==> src/pkg/smseq_cfg.svh <==
// Offsets, field positions, reset values and timing counts of the muting sequencer
`ifndef SMSEQ_CFG_SVH
`define SMSEQ_CFG_SVH

`define SMSEQ_CLK_MHZ 100
`define SMSEQ_CONC_MS 3000
`define SMSEQ_SEP_MS 50
`define SMSEQ_CONC_CYC (`SMSEQ_CONC_MS * 1000 * `SMSEQ_CLK_MHZ)
`define SMSEQ_SEP_CYC (`SMSEQ_SEP_MS * 1000 * `SMSEQ_CLK_MHZ)

`define SMSEQ_ADDR_CTRL 8'h00
`define SMSEQ_ADDR_STATUS 8'h04
`define SMSEQ_ADDR_IRQ_STAT 8'h08
`define SMSEQ_ADDR_IRQ_MASK 8'h0c

`define SMSEQ_STATUS_MUTE_BIT 3
`define SMSEQ_STATUS_LOCK_BIT 4
`define SMSEQ_STATUS_ACT_LSB 8

`define SMSEQ_IRQ_MUTE_ON 0
`define SMSEQ_IRQ_MUTE_OFF 1
`define SMSEQ_IRQ_SEQ_FAULT 2
`define SMSEQ_IRQ_LOCKOUT 3

`define SMSEQ_CTRL_RST 2'h0
`define SMSEQ_MASK_RST 4'h0
`define SMSEQ_RESP_OKAY 2'h0
`define SMSEQ_RESP_SLVERR 2'h2

`endif

==> src/pkg/smseq_pkg.sv <==
// Types of the muting sequencer
`default_nettype none
package smseq_pkg;

    typedef enum logic [2:0] {
        SMSEQ_IDLE = 3'h0,
        SMSEQ_ARM = 3'h1,
        SMSEQ_MUTE = 3'h2,
        SMSEQ_BLOCK = 3'h3,
        SMSEQ_LOCK = 3'h4
    } smseq_state_e;

    typedef enum logic [1:0] {
        SMSEQ_M2 = 2'h0,
        SMSEQ_M3 = 2'h1,
        SMSEQ_M4 = 2'h2
    } smseq_mode_e;

    typedef struct packed {
        logic awready;
        logic wready;
        logic aw_have;
        logic w_have;
        logic [7:0] awaddr;
        logic [31:0] wdata;
        logic [3:0] wstrb;
        logic bvalid;
        logic [1:0] bresp;
        logic arready;
        logic rvalid;
        logic [1:0] rresp;
        logic [31:0] rdata;
    } smseq_axi_s;

    typedef struct packed {
        smseq_state_e state;
        smseq_mode_e mode;
        logic dir;
        logic [2:0] nxt;
        logic [3:0] seen;
        logic [3:0] act;
        logic [3:0][31:0] age;
        logic [3:0] irq_stat;
        logic [3:0] irq_mask;
        logic [1:0] sso;
        logic mute;
        logic lock;
        logic irq;
        smseq_axi_s axi;
    } smseq_regs_s;

endpackage
`default_nettype wire

==> src/smseq_top.sv <==
// Muting sequencer for one safety channel with an AXI4-Lite register slave
//
// The register addresses and the AXI4-Lite slave port were left to the implementer.
`timescale 1ns/100ps
`default_nettype none
`include "smseq_cfg.svh"

module smseq_top #(
    parameter int unsigned CONC_CYC = `SMSEQ_CONC_CYC,
    parameter int unsigned SEP_CYC = `SMSEQ_SEP_CYC
) (
    input wire logic CLK,
    input wire logic NRST,
    input wire logic MUTE_EN,
    input wire logic [3:0] SENS,
    input wire logic [1:0] SAFE_IN,
    output logic [1:0] SAFETY_SWITCHING_OUTPUT,
    output logic MUTE_STAT,
    output logic LOCKOUT,
    output logic IRQ,
    input wire logic [7:0] S_AXI_AWADDR,
    input wire logic S_AXI_AWVALID,
    output logic S_AXI_AWREADY,
    input wire logic [31:0] S_AXI_WDATA,
    input wire logic [3:0] S_AXI_WSTRB,
    input wire logic S_AXI_WVALID,
    output logic S_AXI_WREADY,
    output logic [1:0] S_AXI_BRESP,
    output logic S_AXI_BVALID,
    input wire logic S_AXI_BREADY,
    input wire logic [7:0] S_AXI_ARADDR,
    input wire logic S_AXI_ARVALID,
    output logic S_AXI_ARREADY,
    output logic [31:0] S_AXI_RDATA,
    output logic [1:0] S_AXI_RRESP,
    output logic S_AXI_RVALID,
    input wire logic S_AXI_RREADY
);

    ////////////////////////////////////////////////////////////////////////////////
    // Parameter check

    generate
        if (CONC_CYC < 1 || SEP_CYC < 1 || SEP_CYC >= CONC_CYC) begin : g_bad_par
            $error("smseq_top: window counts must be nonzero and separation below concurrence");
        end
    endgenerate

    ////////////////////////////////////////////////////////////////////////////////
    // Helpers

    // Sensor at position k of the travel order
    function automatic logic [1:0] seq_sensor(input logic dir, input logic [2:0] k);
        logic [1:0] kk;
        kk = k[1:0];
        return dir ? ~kk : kk;
    endfunction

    // Both sensors of a pair started within the concurrence window
    function automatic logic concur_ok(input logic [31:0] age_x, input logic [31:0] age_y);
        return (age_x <= CONC_CYC) && (age_y <= CONC_CYC);
    endfunction

    ////////////////////////////////////////////////////////////////////////////////
    // State

    smseq_pkg::smseq_regs_s q;
    smseq_pkg::smseq_regs_s d;

    always_comb begin
        logic [3:0] act;
        logic [3:0] rise;
        logic [3:0] clr;
        logic [3:0] ev;
        logic unused;
        logic flt;
        logic [1:0] expd;
        logic [1:0] prev;
        smseq_pkg::smseq_state_e nst;
        act = '0;
        rise = '0;
        clr = '0;
        ev = '0;
        unused = 1'b0;
        flt = 1'b0;
        expd = '0;
        prev = '0;
        nst = q.state;
        d = q;

        // Sensor polarity: A and C high, B and D low mean ok to mute
        act = {~SENS[3], SENS[2], ~SENS[1], SENS[0]};
        rise = act & ~q.act;
        d.act = act;
        for (int i = 0; i < 4; i++) begin
            if (!act[i]) begin
                d.age[i] = '0;
            end else if (q.age[i] != 32'hffffffff) begin
                d.age[i] = q.age[i] + 32'h1;
            end
        end

        ////////////////////////////////////////////////////////////////////////
        // Register bus

        if (S_AXI_AWVALID && q.axi.awready) begin
            d.axi.aw_have = 1'b1;
            d.axi.awaddr = S_AXI_AWADDR;
        end
        if (S_AXI_WVALID && q.axi.wready) begin
            d.axi.w_have = 1'b1;
            d.axi.wdata = S_AXI_WDATA;
            d.axi.wstrb = S_AXI_WSTRB;
        end
        if (S_AXI_BREADY && q.axi.bvalid) begin
            d.axi.bvalid = 1'b0;
        end
        if (q.axi.aw_have && q.axi.w_have && !q.axi.bvalid) begin
            d.axi.aw_have = 1'b0;
            d.axi.w_have = 1'b0;
            d.axi.bvalid = 1'b1;
            d.axi.bresp = `SMSEQ_RESP_OKAY;
            unique case ({q.axi.awaddr[7:2], 2'b00})
                `SMSEQ_ADDR_CTRL: begin
                    // Reserved mode code is ignored
                    if (q.axi.wstrb[0] && q.axi.wdata[1:0] != 2'h3) begin
                        d.mode = smseq_pkg::smseq_mode_e'(q.axi.wdata[1:0]);
                    end
                end
                `SMSEQ_ADDR_STATUS: begin
                end
                `SMSEQ_ADDR_IRQ_STAT: begin
                    if (q.axi.wstrb[0]) begin
                        clr = q.axi.wdata[3:0];
                    end
                end
                `SMSEQ_ADDR_IRQ_MASK: begin
                    if (q.axi.wstrb[0]) begin
                        d.irq_mask = q.axi.wdata[3:0];
                    end
                end
                default: begin
                    d.axi.bresp = `SMSEQ_RESP_SLVERR;
                end
            endcase
        end
        d.axi.awready = !d.axi.aw_have && !d.axi.bvalid;
        d.axi.wready = !d.axi.w_have && !d.axi.bvalid;

        if (S_AXI_RREADY && q.axi.rvalid) begin
            d.axi.rvalid = 1'b0;
        end
        if (S_AXI_ARVALID && q.axi.arready) begin
            d.axi.rvalid = 1'b1;
            d.axi.rresp = `SMSEQ_RESP_OKAY;
            d.axi.rdata = '0;
            unique case ({S_AXI_ARADDR[7:2], 2'b00})
                `SMSEQ_ADDR_CTRL: d.axi.rdata[1:0] = q.mode;
                `SMSEQ_ADDR_STATUS: begin
                    d.axi.rdata[2:0] = q.state;
                    d.axi.rdata[`SMSEQ_STATUS_MUTE_BIT] = q.mute;
                    d.axi.rdata[`SMSEQ_STATUS_LOCK_BIT] = q.lock;
                    d.axi.rdata[`SMSEQ_STATUS_ACT_LSB +: 4] = q.act;
                end
                `SMSEQ_ADDR_IRQ_STAT: d.axi.rdata[3:0] = q.irq_stat;
                `SMSEQ_ADDR_IRQ_MASK: d.axi.rdata[3:0] = q.irq_mask;
                default: d.axi.rresp = `SMSEQ_RESP_SLVERR;
            endcase
        end
        d.axi.arready = !d.axi.rvalid;

        ////////////////////////////////////////////////////////////////////////
        // Sequencer

        unique case (q.mode)
            smseq_pkg::SMSEQ_M2: unused = act[3] | act[2];
            smseq_pkg::SMSEQ_M3: unused = act[3];
            smseq_pkg::SMSEQ_M4: unused = 1'b0;
        endcase

        if (!MUTE_EN) begin
            nst = smseq_pkg::SMSEQ_IDLE;
        end else if (unused) begin
            nst = smseq_pkg::SMSEQ_LOCK;
        end else begin
            unique case (q.state)
                smseq_pkg::SMSEQ_IDLE, smseq_pkg::SMSEQ_ARM, smseq_pkg::SMSEQ_MUTE: begin
                    if (act == 4'h0 && q.state != smseq_pkg::SMSEQ_MUTE) begin
                        nst = smseq_pkg::SMSEQ_IDLE;
                    end else if (q.state != smseq_pkg::SMSEQ_MUTE) begin
                        nst = smseq_pkg::SMSEQ_ARM;
                    end
                    unique case (q.mode)
                        smseq_pkg::SMSEQ_M2: begin
                            if (q.state == smseq_pkg::SMSEQ_MUTE) begin
                                if (act[1:0] != 2'b11) begin
                                    nst = smseq_pkg::SMSEQ_BLOCK;
                                end
                            end else if (act[1:0] == 2'b11) begin
                                if (concur_ok(q.age[0], q.age[1])) begin
                                    nst = smseq_pkg::SMSEQ_MUTE;
                                end else begin
                                    flt = 1'b1;
                                end
                            end else if ((act[0] && q.age[0] > CONC_CYC) || (act[1] && q.age[1] > CONC_CYC)) begin
                                flt = 1'b1;
                            end
                        end
                        smseq_pkg::SMSEQ_M3: begin
                            if (q.state == smseq_pkg::SMSEQ_MUTE) begin
                                if (act[1:0] != 2'b11) begin
                                    nst = smseq_pkg::SMSEQ_BLOCK;
                                    flt = act[2];
                                end
                            end else if ((act[0] || act[1]) && !act[2]) begin
                                flt = 1'b1;
                            end else if ((rise[0] || rise[1]) && q.age[2] < SEP_CYC) begin
                                flt = 1'b1;
                            end else if (act[1:0] == 2'b11) begin
                                if (concur_ok(q.age[0], q.age[1])) begin
                                    nst = smseq_pkg::SMSEQ_MUTE;
                                end else begin
                                    flt = 1'b1;
                                end
                            end else if ((act[0] && q.age[0] > CONC_CYC) || (act[1] && q.age[1] > CONC_CYC)) begin
                                flt = 1'b1;
                            end
                        end
                        smseq_pkg::SMSEQ_M4: begin
                            expd = seq_sensor(q.dir, q.nxt);
                            prev = seq_sensor(q.dir, q.nxt - 3'h1);
                            if (q.nxt == 3'h0) begin
                                // Travel may start at either end
                                if (rise == 4'b0001) begin
                                    d.dir = 1'b0;
                                    d.nxt = 3'h1;
                                    d.seen = rise;
                                end else if (rise == 4'b1000) begin
                                    d.dir = 1'b1;
                                    d.nxt = 3'h1;
                                    d.seen = rise;
                                end else if (rise != 4'h0) begin
                                    flt = 1'b1;
                                end
                            end else begin
                                if (rise != 4'h0) begin
                                    if (q.nxt != 3'h4 && rise == (4'b0001 << expd) && q.age[prev] >= SEP_CYC) begin
                                        d.nxt = q.nxt + 3'h1;
                                        d.seen = q.seen | rise;
                                    end else begin
                                        flt = 1'b1;
                                    end
                                end
                                if (q.nxt != 3'h4 && (q.seen & ~act) != 4'h0) begin
                                    flt = 1'b1;
                                end
                                if (q.nxt[0] && q.age[prev] > CONC_CYC) begin
                                    flt = 1'b1;
                                end
                                if (q.nxt == 3'h4
                                        && !(act[seq_sensor(q.dir, 3'h2)] && act[seq_sensor(q.dir, 3'h3)])) begin
                                    nst = smseq_pkg::SMSEQ_BLOCK;
                                end
                            end
                            if (q.state != smseq_pkg::SMSEQ_MUTE && d.nxt >= 3'h2) begin
                                nst = smseq_pkg::SMSEQ_MUTE;
                            end
                        end
                    endcase
                    if (flt) begin
                        nst = smseq_pkg::SMSEQ_BLOCK;
                    end
                end
                smseq_pkg::SMSEQ_BLOCK: begin
                    if (act == 4'h0) begin
                        nst = smseq_pkg::SMSEQ_IDLE;
                    end
                end
                smseq_pkg::SMSEQ_LOCK: begin
                end
                default: nst = smseq_pkg::SMSEQ_LOCK;
            endcase
        end

        if (nst == smseq_pkg::SMSEQ_IDLE || nst == smseq_pkg::SMSEQ_BLOCK || nst == smseq_pkg::SMSEQ_LOCK) begin
            d.nxt = 3'h0;
            d.seen = 4'h0;
        end
        d.state = nst;

        ////////////////////////////////////////////////////////////////////////
        // Outputs and events

        d.mute = nst == smseq_pkg::SMSEQ_MUTE;
        d.lock = nst == smseq_pkg::SMSEQ_LOCK;
        if (nst == smseq_pkg::SMSEQ_MUTE) begin
            d.sso = 2'h3;
        end else if (nst != smseq_pkg::SMSEQ_LOCK && SAFE_IN == 2'h3) begin
            d.sso = 2'h3;
        end else begin
            d.sso = 2'h0;
        end

        ev[`SMSEQ_IRQ_MUTE_ON] = d.mute && !q.mute;
        ev[`SMSEQ_IRQ_MUTE_OFF] = !d.mute && q.mute;
        ev[`SMSEQ_IRQ_SEQ_FAULT] = flt && nst == smseq_pkg::SMSEQ_BLOCK;
        ev[`SMSEQ_IRQ_LOCKOUT] = d.lock && !q.lock;
        // A new event wins over a clear in the same cycle
        d.irq_stat = (q.irq_stat & ~clr) | ev;
        d.irq = (d.irq_stat & d.irq_mask) != 4'h0;
    end

    always_ff @(posedge CLK or negedge NRST) begin
        if (!NRST) begin
            q <= '0;
        end else begin
            q <= d;
        end
    end

    ////////////////////////////////////////////////////////////////////////////////
    // Ports

    assign SAFETY_SWITCHING_OUTPUT = q.sso;
    assign MUTE_STAT = q.mute;
    assign LOCKOUT = q.lock;
    assign IRQ = q.irq;
    assign S_AXI_AWREADY = q.axi.awready;
    assign S_AXI_WREADY = q.axi.wready;
    assign S_AXI_BRESP = q.axi.bresp;
    assign S_AXI_BVALID = q.axi.bvalid;
    assign S_AXI_ARREADY = q.axi.arready;
    assign S_AXI_RDATA = q.axi.rdata;
    assign S_AXI_RRESP = q.axi.rresp;
    assign S_AXI_RVALID = q.axi.rvalid;

endmodule
`default_nettype wire

==> config.mk <==
export PLATFORM = sky130hd
export DESIGN_NAME = smseq_top
export DESIGN_NICKNAME = d
export VERILOG_FILES = /design/src/pkg/smseq_pkg.sv /design/src/smseq_top.sv
export VERILOG_INCLUDE_DIRS = /design/src /design/src/pkg
export SDC_FILE = /design/constraint.sdc
export NUM_CORES = 1
export LEC_CHECK = 0
export BUFFER_PORTS_ARGS = -buffer_cell sky130_fd_sc_hd__buf_4
export CORE_AREA = 2 2 216 218
export CTS_CLUSTER_DIAMETER = 100
export DETAILED_ROUTE_END_ITERATION = 12
export DIE_AREA = 0 0 218 220
export GPL_ROUTABILITY_DRIVEN = 0
export RECOVER_POWER = 50
export SKIP_LAST_GASP = 1
export SLEW_MARGIN = 40
export SYNTH_ARGS = -nofsm -noshare
export SYNTH_HDL_FRONTEND = slang
export SYNTH_SLANG_ARGS = --single-unit
==> constraint.sdc <==
create_clock -name CLK -period 12.3 [get_ports CLK]
set_input_delay 1.23 -clock CLK [delete_from_list [all_inputs] [get_ports CLK]]
set_output_delay 1.23 -clock CLK [all_outputs]
set_load 0.01 [all_outputs]
; ---- Word-level counts from Yosys, hierarchy flattened
; Cells that the tools add are included.
[classes]
n_addsub = 6
n_lt_le_gt_ge = 11
n_eq_ne = 34
n_shift = 1
mux = 95
bitwise = 15
n_reduce_logical = 68
[op_table]
columns = operator, count
row1 = 32-bit 2-to-1 mux, 9
row2 = "32-bit by 1-bit adder with 32-bit output, second input constant", 4
row3 = "32-bit inequality test, second input constant", 4
row4 = "32-bit by 29-bit > comparator with 1-bit output, second input constant", 3
row5 = 7-bit 2-to-1 mux, 12
row6 = 32-bit binary-select mux with 2-bit select, 1
row7 = "32-bit by 29-bit <= comparator with 1-bit output, second input constant", 2
row8 = 3-bit 2-to-1 mux, 17
row9 = 35-bit 2-to-1 mux, 1
row10 = "32-bit by 23-bit greater-or-equal comparator with 1-bit output, second input constant", 1
row11 = "32-bit by 23-bit less-than comparator with 1-bit output, second input constant", 1
row12 = 1-bit 2-to-1 mux, 29
row13 = 1-bit logical AND, 28
row14 = 4-bit 2-to-1 mux, 7
row15 = "6-bit by 2-bit == test with 1-bit output, second input constant", 4
row16 = 2-bit 2-to-1 mux, 9
row17 = 3-bit one-hot mux with 3 select lines, 2
row18 = 4-bit bitwise AND, 4
row19 = 8-bit 2-to-1 mux, 2
row20 = "3-bit by 2-bit == test with 1-bit output, second input constant", 4
row21 = "6-bit by 1-bit == test with 1-bit output, second input constant", 2
row22 = 6-bit logical NOT, 2
row23 = 4-bit inverter, 3
row24 = 2-bit nonzero test, 6
row25 = other kinds (38), 73
[word_totals]
register_bits = 191
inputBits = 66
word_cells = 259

; ---- Logic depth before layout (Yosys ltp)
; Gate-level depths: netlist of run 1.
[depth]
ltp_word = 28
depth_mapped = 18
mapped_depth_nobuf = 12

; ---- Worst setup path before layout of run 1
; Ideal clock, no wire load.
[synth_path]
path_kind = flip-flop to flip-flop
startpoint = reg q[236] (netlist name)
endpoint = reg q (netlist bit IRQ)
setup_time_ns = 0.126
t_arrival_ns = 4.011
t_required_ns = 12.174
setup_slack_ns = 8.163
stages_incl_launch_ff = 16
n_path_buf = 3
cell_sequence = dfrtp_1 > buf_4 > inv_2 > ha_1 > buf_4 > xnor2_2 > mux4_2 > or3_1 > or3b_1 > or2_1 > o211a_1 > a221oi_2 > a31oi_1 > and3_1 > clkbuf_1 > a311o_1
[synth_lines]
columns = element, line
row1 = start: declaration, smseq_top.sv:67  ; smseq_pkg::smseq_regs_s q;
row2 = start signal: assignment, smseq_top.sv:315  ; q <= '0;
row3 = start signal: assignment, smseq_top.sv:317  ; q <= d;

==> flow_summary.json, run 1 <==
{
  "fin_nets": 1333,
  "rsz0062_at_grt": "no",
  "die_y_um": 220,
  "antenna_cells": 0,
  "crit_path_end_kind": "asynchronous set/reset pin",
  "tightest_slew_ns": 6.64,
  "drtIter0Drc": 684,
  "ys_types": 69,
  "post_cts_resized": 0,
  "yosys.area.top_type": "dfrtp_1",
  "hp-class": "reg2reg",
  "drive_gt1_share_pct": 11.3,
  "rr_endpoint": "q[236]$_DFFE_PN0P_",
  "core-area_um2": 45900,
  "vias_per_cell": 4.86,
  "synth.area.mux_share_pct": 9.41,
  "setup_viol": 0,
  "arrival_ns": 5.93,
  "p_leak_nw": 5.14,
  "synth_edf_count": 0,
  "synthXorXnorAreaFrac_pct": 8.36,
  "r2r_slack_ns": 7.11,
  "num_io_pins": 112,
  "cts_root_buf": "clkbuf_16",
  "cts_tree": "built",
  "firstDrtPassIters": 5,
  "path_delay_family": "buffers and inverters",
  "synth.most_common_cell": "dfrtp_1",
  "track_usage_pct": 12.0,
  "slowest_stage": "clkbuf_1",
  "syn_area_um2": 11300,
  "fmax_ghz": 0.143,
  "hold-path-endpoint": "S_AXI_RDATA[3]$_DFFE_PN0P_",
  "clock_skew_ns": 0.00933,
  "hp-start": "S_AXI_RDATA[3]$_DFFE_PN0P_",
  "syn_inst": 1239,
  "tns_ns": 0,
  "cap_violations": 4,
  "place_hpwl_um": 20500,
  "cts.sinks": 186,
  "reg2regPathDepth": 14,
  "cts_setup_buffers": 0,
  "violations": "capacitance limit, slew limit",
  "start_util_pct": 24.6,
  "fin_util_pct": 27.7,
  "worstPathMaxFanout": 119,
  "ys_async_sr_fraction_pct": 100,
  "peakVddDrop_uv": 91.1,
  "cts_hold_buffers": 0,
  "crit_chain": "clkbuf_1",
  "synth_fa_ha_area_share_pct": 1.11,
  "grt_pass1_wl_um": 46400,
  "overflow": 0,
  "crit_buf_inv": 1,
  "routedWlPerCell_um": 15.0,
  "cts_buffer_depth": 2,
  "yosysTopAreaCellShare_pct": 41.2,
  "clkTransAtPathRegs_ns": 0.07,
  "grt_max_degree": 120,
  "ys_ff_latch": 186,
  "yosys.area_share.simple_pct": 23.9,
  "synth_common_cells": "186 x dfrtp_1, 176 x nor2_1, 116 x nand2_1",
  "final.min_clock_period_ns": 7.01,
  "die_x_um": 218,
  "synth_area_leaders": "dfrtp_1 41%, nor2_1 5.8%, xor2_1 5.3%, mux4_2 4.2%, nand2_1 3.9%",
  "die_area_um2": 48000,
  "r2r-start": "q[236]$_DFFE_PN0P_",
  "yosysWarningCount": 0,
  "status": "finished with violations",
  "antenna_left": 0,
  "clk_latency_ns": 0.44,
  "htreeDepth": 4,
  "rows": 79,
  "hold_violations": 0,
  "max_stage_delay_ns": 4.53,
  "drc": 0,
  "antenna_found_initial": 0,
  "area_growth_pct": 12.3,
  "synth_compound_area_share_pct": 10.5,
  "crit_type": "in2async",
  "required_ns": 11.22,
  "cellPowerDensity_nw_per_um2": 119,
  "grt_pass1_vias": 8796,
  "critPathLaunchType": "primary input",
  "cts_buffers": 17,
  "synth_flop_cell": "dfrtp_1",
  "syn_area_per_cell_um2": 9.12,
  "worst_slew_margin_rel_pct": -342,
  "vias": 9115,
  "post-route-period-util_pct": 57.0,
  "whs_path_depth": 2,
  "slew_viol_final": 238,
  "wl_um": 28200,
  "synth_top_family_by_area": "simple AND/OR/NAND/NOR gates",
  "numPortBuffers": 51,
  "seq_area_frac_synth_pct": 41.2
}
-- cell type report --
type / instances / area (um2)
fill: 4860 / 33200
clock buffer: 18 / 439
tap: 607 / 759
multi-input combinational: 957 / 6120
inverter: 36 / 135
clock inverter: 14 / 159
timing repair buffer: 59 / 424
sequential: 186 / 4650
-- power by group --
part	switching (mW)	internal (mW)	leakage (nW)
sequential	0.0369	0.660	2.51
clock	0.256	0.310	0.288
combinational	0.152	0.101	2.34
total	0.445	1.07	5.14
-- worst max-delay path by stage --
stage	to	cells past startpoint	start	slack [ns]
floorplan	IRQ$_DFF_PN0_	15	q[236]$_DFFE_PN0P_	8.16
global route	q[231]$_DFF_PN0_	1	NRST	3.86
CTS	q[236]$_DFFE_PN0P_	14	q[236]$_DFFE_PN0P_	7.21
detailed placement	q[236]$_DFFE_PN0P_	14	q[236]$_DFFE_PN0P_	7.24
global placement	q[236]$_DFFE_PN0P_	14	q[236]$_DFFE_PN0P_	7.30
finish	S_AXI_RDATA[1]$_DFFE_PN0P_	1	NRST	5.29
-- layout by cell type, fill, tap and decap left out, types with 16 or more instances in the layout --
cell / synthesis / layout
a21oi_1: 36 / 36
clkbuf_16: 0 / 17
o21ai_0: 59 / 59
mux2i_1: 32 / 32
nand4_1: 35 / 35
buf_4: 42 / 47
nor4_1: 16 / 16
dfrtp_1: 186 / 186
xnor2_1: 38 / 38
mux2_2: 24 / 24
mux4_2: 21 / 21
nor2_1: 176 / 176
nor3_1: 31 / 31
or3_1: 25 / 25
and3_1: 27 / 27
conb_1: 1 / 25
inv_1: 34 / 34
nand2_1: 116 / 116
nand3_1: 51 / 51
and2_1: 23 / 22
xor2_1: 68 / 68
-- through the flow --
step	power, mW	instances	hold slack [ns]	area [um2]	setup WS [ns]
final	1.52	1877	0.493	12700	5.29
after CTS	1.53	1877	0.499	12700	7.21
after detailed placement	0.962	1845	0.483	12100	7.24
after floorplan	0.880	1263	0.451	11400	8.16
after global routing	1.60	1877	0.529	12700	3.86
after global placement	0.955	1845	0.475	12100	7.30
-- per-layer routing --
| metal | global-route usage [%] | up-vias | share of wire, % | routed length, um |
|---|---|---|---|---|
| met5 | 0 | - | 0 | 0 |
| met4 | 4.63 | 0 | 2.2 | 619 |
| met3 | 1.81 | 39 | 4.4 | 1240 |
| met2 | 19.5 | 209 | 48 | 13500 |
| met1 | 16.2 | 4473 | 45 | 12800 |
| li1 | - | 4394 | - | - |
-- kinds of logic after synthesis --
group | Yosys count
other | 1
DFF | 186
AOI/OAI and AO/OA | 183
adders and majority gates | 10
buffers and inverters | 120
xor gates and xnor gates | 107
and+or+nand+nor | 555
muxes | 77
-- registers in the layout, summed over array words and instances (netlist names) --
register                 cells
q                          166
S_AXI_RDATA                  9
IRQ                          1
LOCKOUT                      1
MUTE_STAT                    1
SAFETY_SWITCHING_OUTPUT      1
S_AXI_ARREADY                1
S_AXI_AWREADY                1
S_AXI_BRESP                  1
S_AXI_BVALID                 1
S_AXI_RRESP                  1
S_AXI_RVALID                 1
S_AXI_WREADY                 1
Note: power is estimated with default switching activity, not from simulation.
==> run 2, diff against run 1 <==
==> constraint.sdc (replaced) <==
create_clock -name CLK -period 5.9 [get_ports CLK]
set_input_delay 0.59 -clock CLK [delete_from_list [all_inputs] [get_ports CLK]]
set_output_delay 0.59 -clock CLK [all_outputs]
set_load 0.01 [all_outputs]
==> flow_summary.json, run 2 (synthesis gave the netlist of run 1 again) <==
{
  "rows": 79,
  "die_area_um2": 48000,
  "numPortBuffers": 51,
  "hold-path-endpoint": "S_AXI_RVALID$_DFF_PN0_",
  "crit_type": "reg2reg",
  "antenna_cells": 0,
  "cts_buffers": 17,
  "tns_ns": 0,
  "drive_gt1_share_pct": 11.5,
  "overflow": 0,
  "cap_violations": 4,
  "hp-start": "S_AXI_RREADY",
  "critPathLaunchType": "flop",
  "status": "finished with violations",
  "clock_skew_ns": 0.0115,
  "core-area_um2": 45900,
  "antenna_left": 0,
  "vias": 9204,
  "rsz0062_at_grt": "no",
  "firstDrtPassIters": 9,
  "num_io_pins": 112,
  "p_leak_nw": 5.14,
  "hp-class": "in2reg",
  "worstPathMaxFanout": 27,
  "grt_pass1_wl_um": 46600,
  "track_usage_pct": 12.2,
  "final_cell_mix": "185 x dfrtp_1, 176 x nor2_1, 116 x nand2_1",
  "vias_per_cell": 4.90,
  "post_cts_resized": 0,
  "whs_path_depth": 2,
  "fin_nets": 1335,
  "tightest_slew_ns": 2.98,
  "setup_viol": 0,
  "reg2regPathDepth": 12,
  "die_x_um": 218,
  "place_hpwl_um": 20900,
  "rr_endpoint": "q[236]$_DFFE_PN0P_",
  "clkTransAtPathRegs_ns": 0.08,
  "start_util_pct": 24.6,
  "setup_slack_ns": 0.906,
  "largest_reg_flops": 166,
  "grt_pass1_vias": 8755,
  "antenna_found_initial": 0,
  "crit_path_end_kind": "flop",
  "final_common_cell": "dfrtp_1",
  "cellPowerDensity_nw_per_um2": 247,
  "cts_root_buf": "clkbuf_16",
  "clk_latency_ns": 0.45,
  "final.min_clock_period_ns": 4.99,
  "peakVddDrop_uv": 192,
  "slew_viol_final": 197,
  "drtIter0Drc": 637,
  "r2r-start": "q[237]$_DFFE_PN0P_",
  "r2r_slack_ns": 0.91,
  "post-route-period-util_pct": 84.7,
  "cts.sinks": 186,
  "routedWlPerCell_um": 15.3,
  "grt_max_degree": 101,
  "cts_setup_buffers": 0,
  "area_growth_pct": 12.4,
  "regMostFlops": "q",
  "wl_um": 28700,
  "fmax_ghz": 0.200,
  "drc": 0,
  "cts_hold_buffers": 0,
  "required_ns": 6.20,
  "worst_slew_margin_rel_pct": -98.9,
  "hold_violations": 0,
  "violations": "capacitance limit, slew limit",
  "place_ws_ns": 1.07,
  "htreeDepth": 4,
  "die_y_um": 220,
  "arrival_ns": 5.29,
  "cts_tree": "built",
  "cts_buffer_depth": 2
}
run 2: changes by cell type in the layout (fill, tap and decap cells not counted), moves of 2 or more:
cell,change
buf_4,+6
clkbuf_4,-5
inv_6,-2
inv_8,+3
run 2: power breakdown:
group	leakage, nW	switching [mW]	total, mW	internal (mW)
Sequential	2.51	0.0776	1.45	1.38
Combinational	2.36	0.311	0.524	0.213
Clock	0.276	0.562	1.16	0.599
run 2: stage by stage:
step | total power, mW | hold slack (ns) | area, um2 | instances | util (%)
3_5_place_dp | 2.00 | 0.484 | 12100 | 1846 | 26.4
4_1_cts | 3.17 | 0.286 | 12700 | 1878 | 27.7
5_1_grt | 3.30 | 0.344 | 12700 | 1879 | 27.7
2_1_floorplan | 1.83 | 0.294 | 11400 | 1263 | -
6_report | 3.14 | 0.349 | 12700 | 1879 | 27.7
3_3_place_gp | 1.99 | 0.474 | 12100 | 1846 | 26.4
run 2: how the worst max path moves through the flow:
stage | start | to | slack [ns]
final | q[237]$_DFFE_PN0P_ | q[236]$_DFFE_PN0P_ | 0.91
after global routing | q[237]$_DFFE_PN0P_ | q[236]$_DFFE_PN0P_ | 0.49
after CTS | q[237]$_DFFE_PN0P_ | q[236]$_DFFE_PN0P_ | 1.06
after detailed placement | q[237]$_DFFE_PN0P_ | q[236]$_DFFE_PN0P_ | 1.07
after global placement | q[237]$_DFFE_PN0P_ | q[236]$_DFFE_PN0P_ | 1.05
after floorplan | q[236]$_DFFE_PN0P_ | IRQ$_DFF_PN0_ | 1.76
run 2: critical path: stages (launching register included):
cell and delay (ns):
dfrtp_1 0.44, inv_1 0.13, ha_2 0.80, xor2_1 0.67, mux4_2 0.41, o221ai_1 0.12
a211oi_1 0.59, o21a_1 0.29, o2111ai_1 0.14, a221oi_2 0.34, a31oi_1 0.22, xor2_1 0.55
a2111oi_0 0.13
run 2: metal layers:
metal / vias up / global-route usage, % / wire length, um
li1: 4376 / - / -
met1: 4536 / 16.0 / 13000
met2: 241 / 19.7 / 13600
met3: 51 / 2.35 / 1310
met4: 0 / 4.56 / 828
met5: - / 0 / 0
run 2: area by class of cell:
cell class,instances,area [um2]
Timing Repair Buffer,61,453
Fill cell,4869,33200
Clock buffer,17,425
Sequential cell,186,4660
Clock inverter,15,156
Multi-Input combinational cell,957,6120
Inverter,36,135
Tap cell,607,759
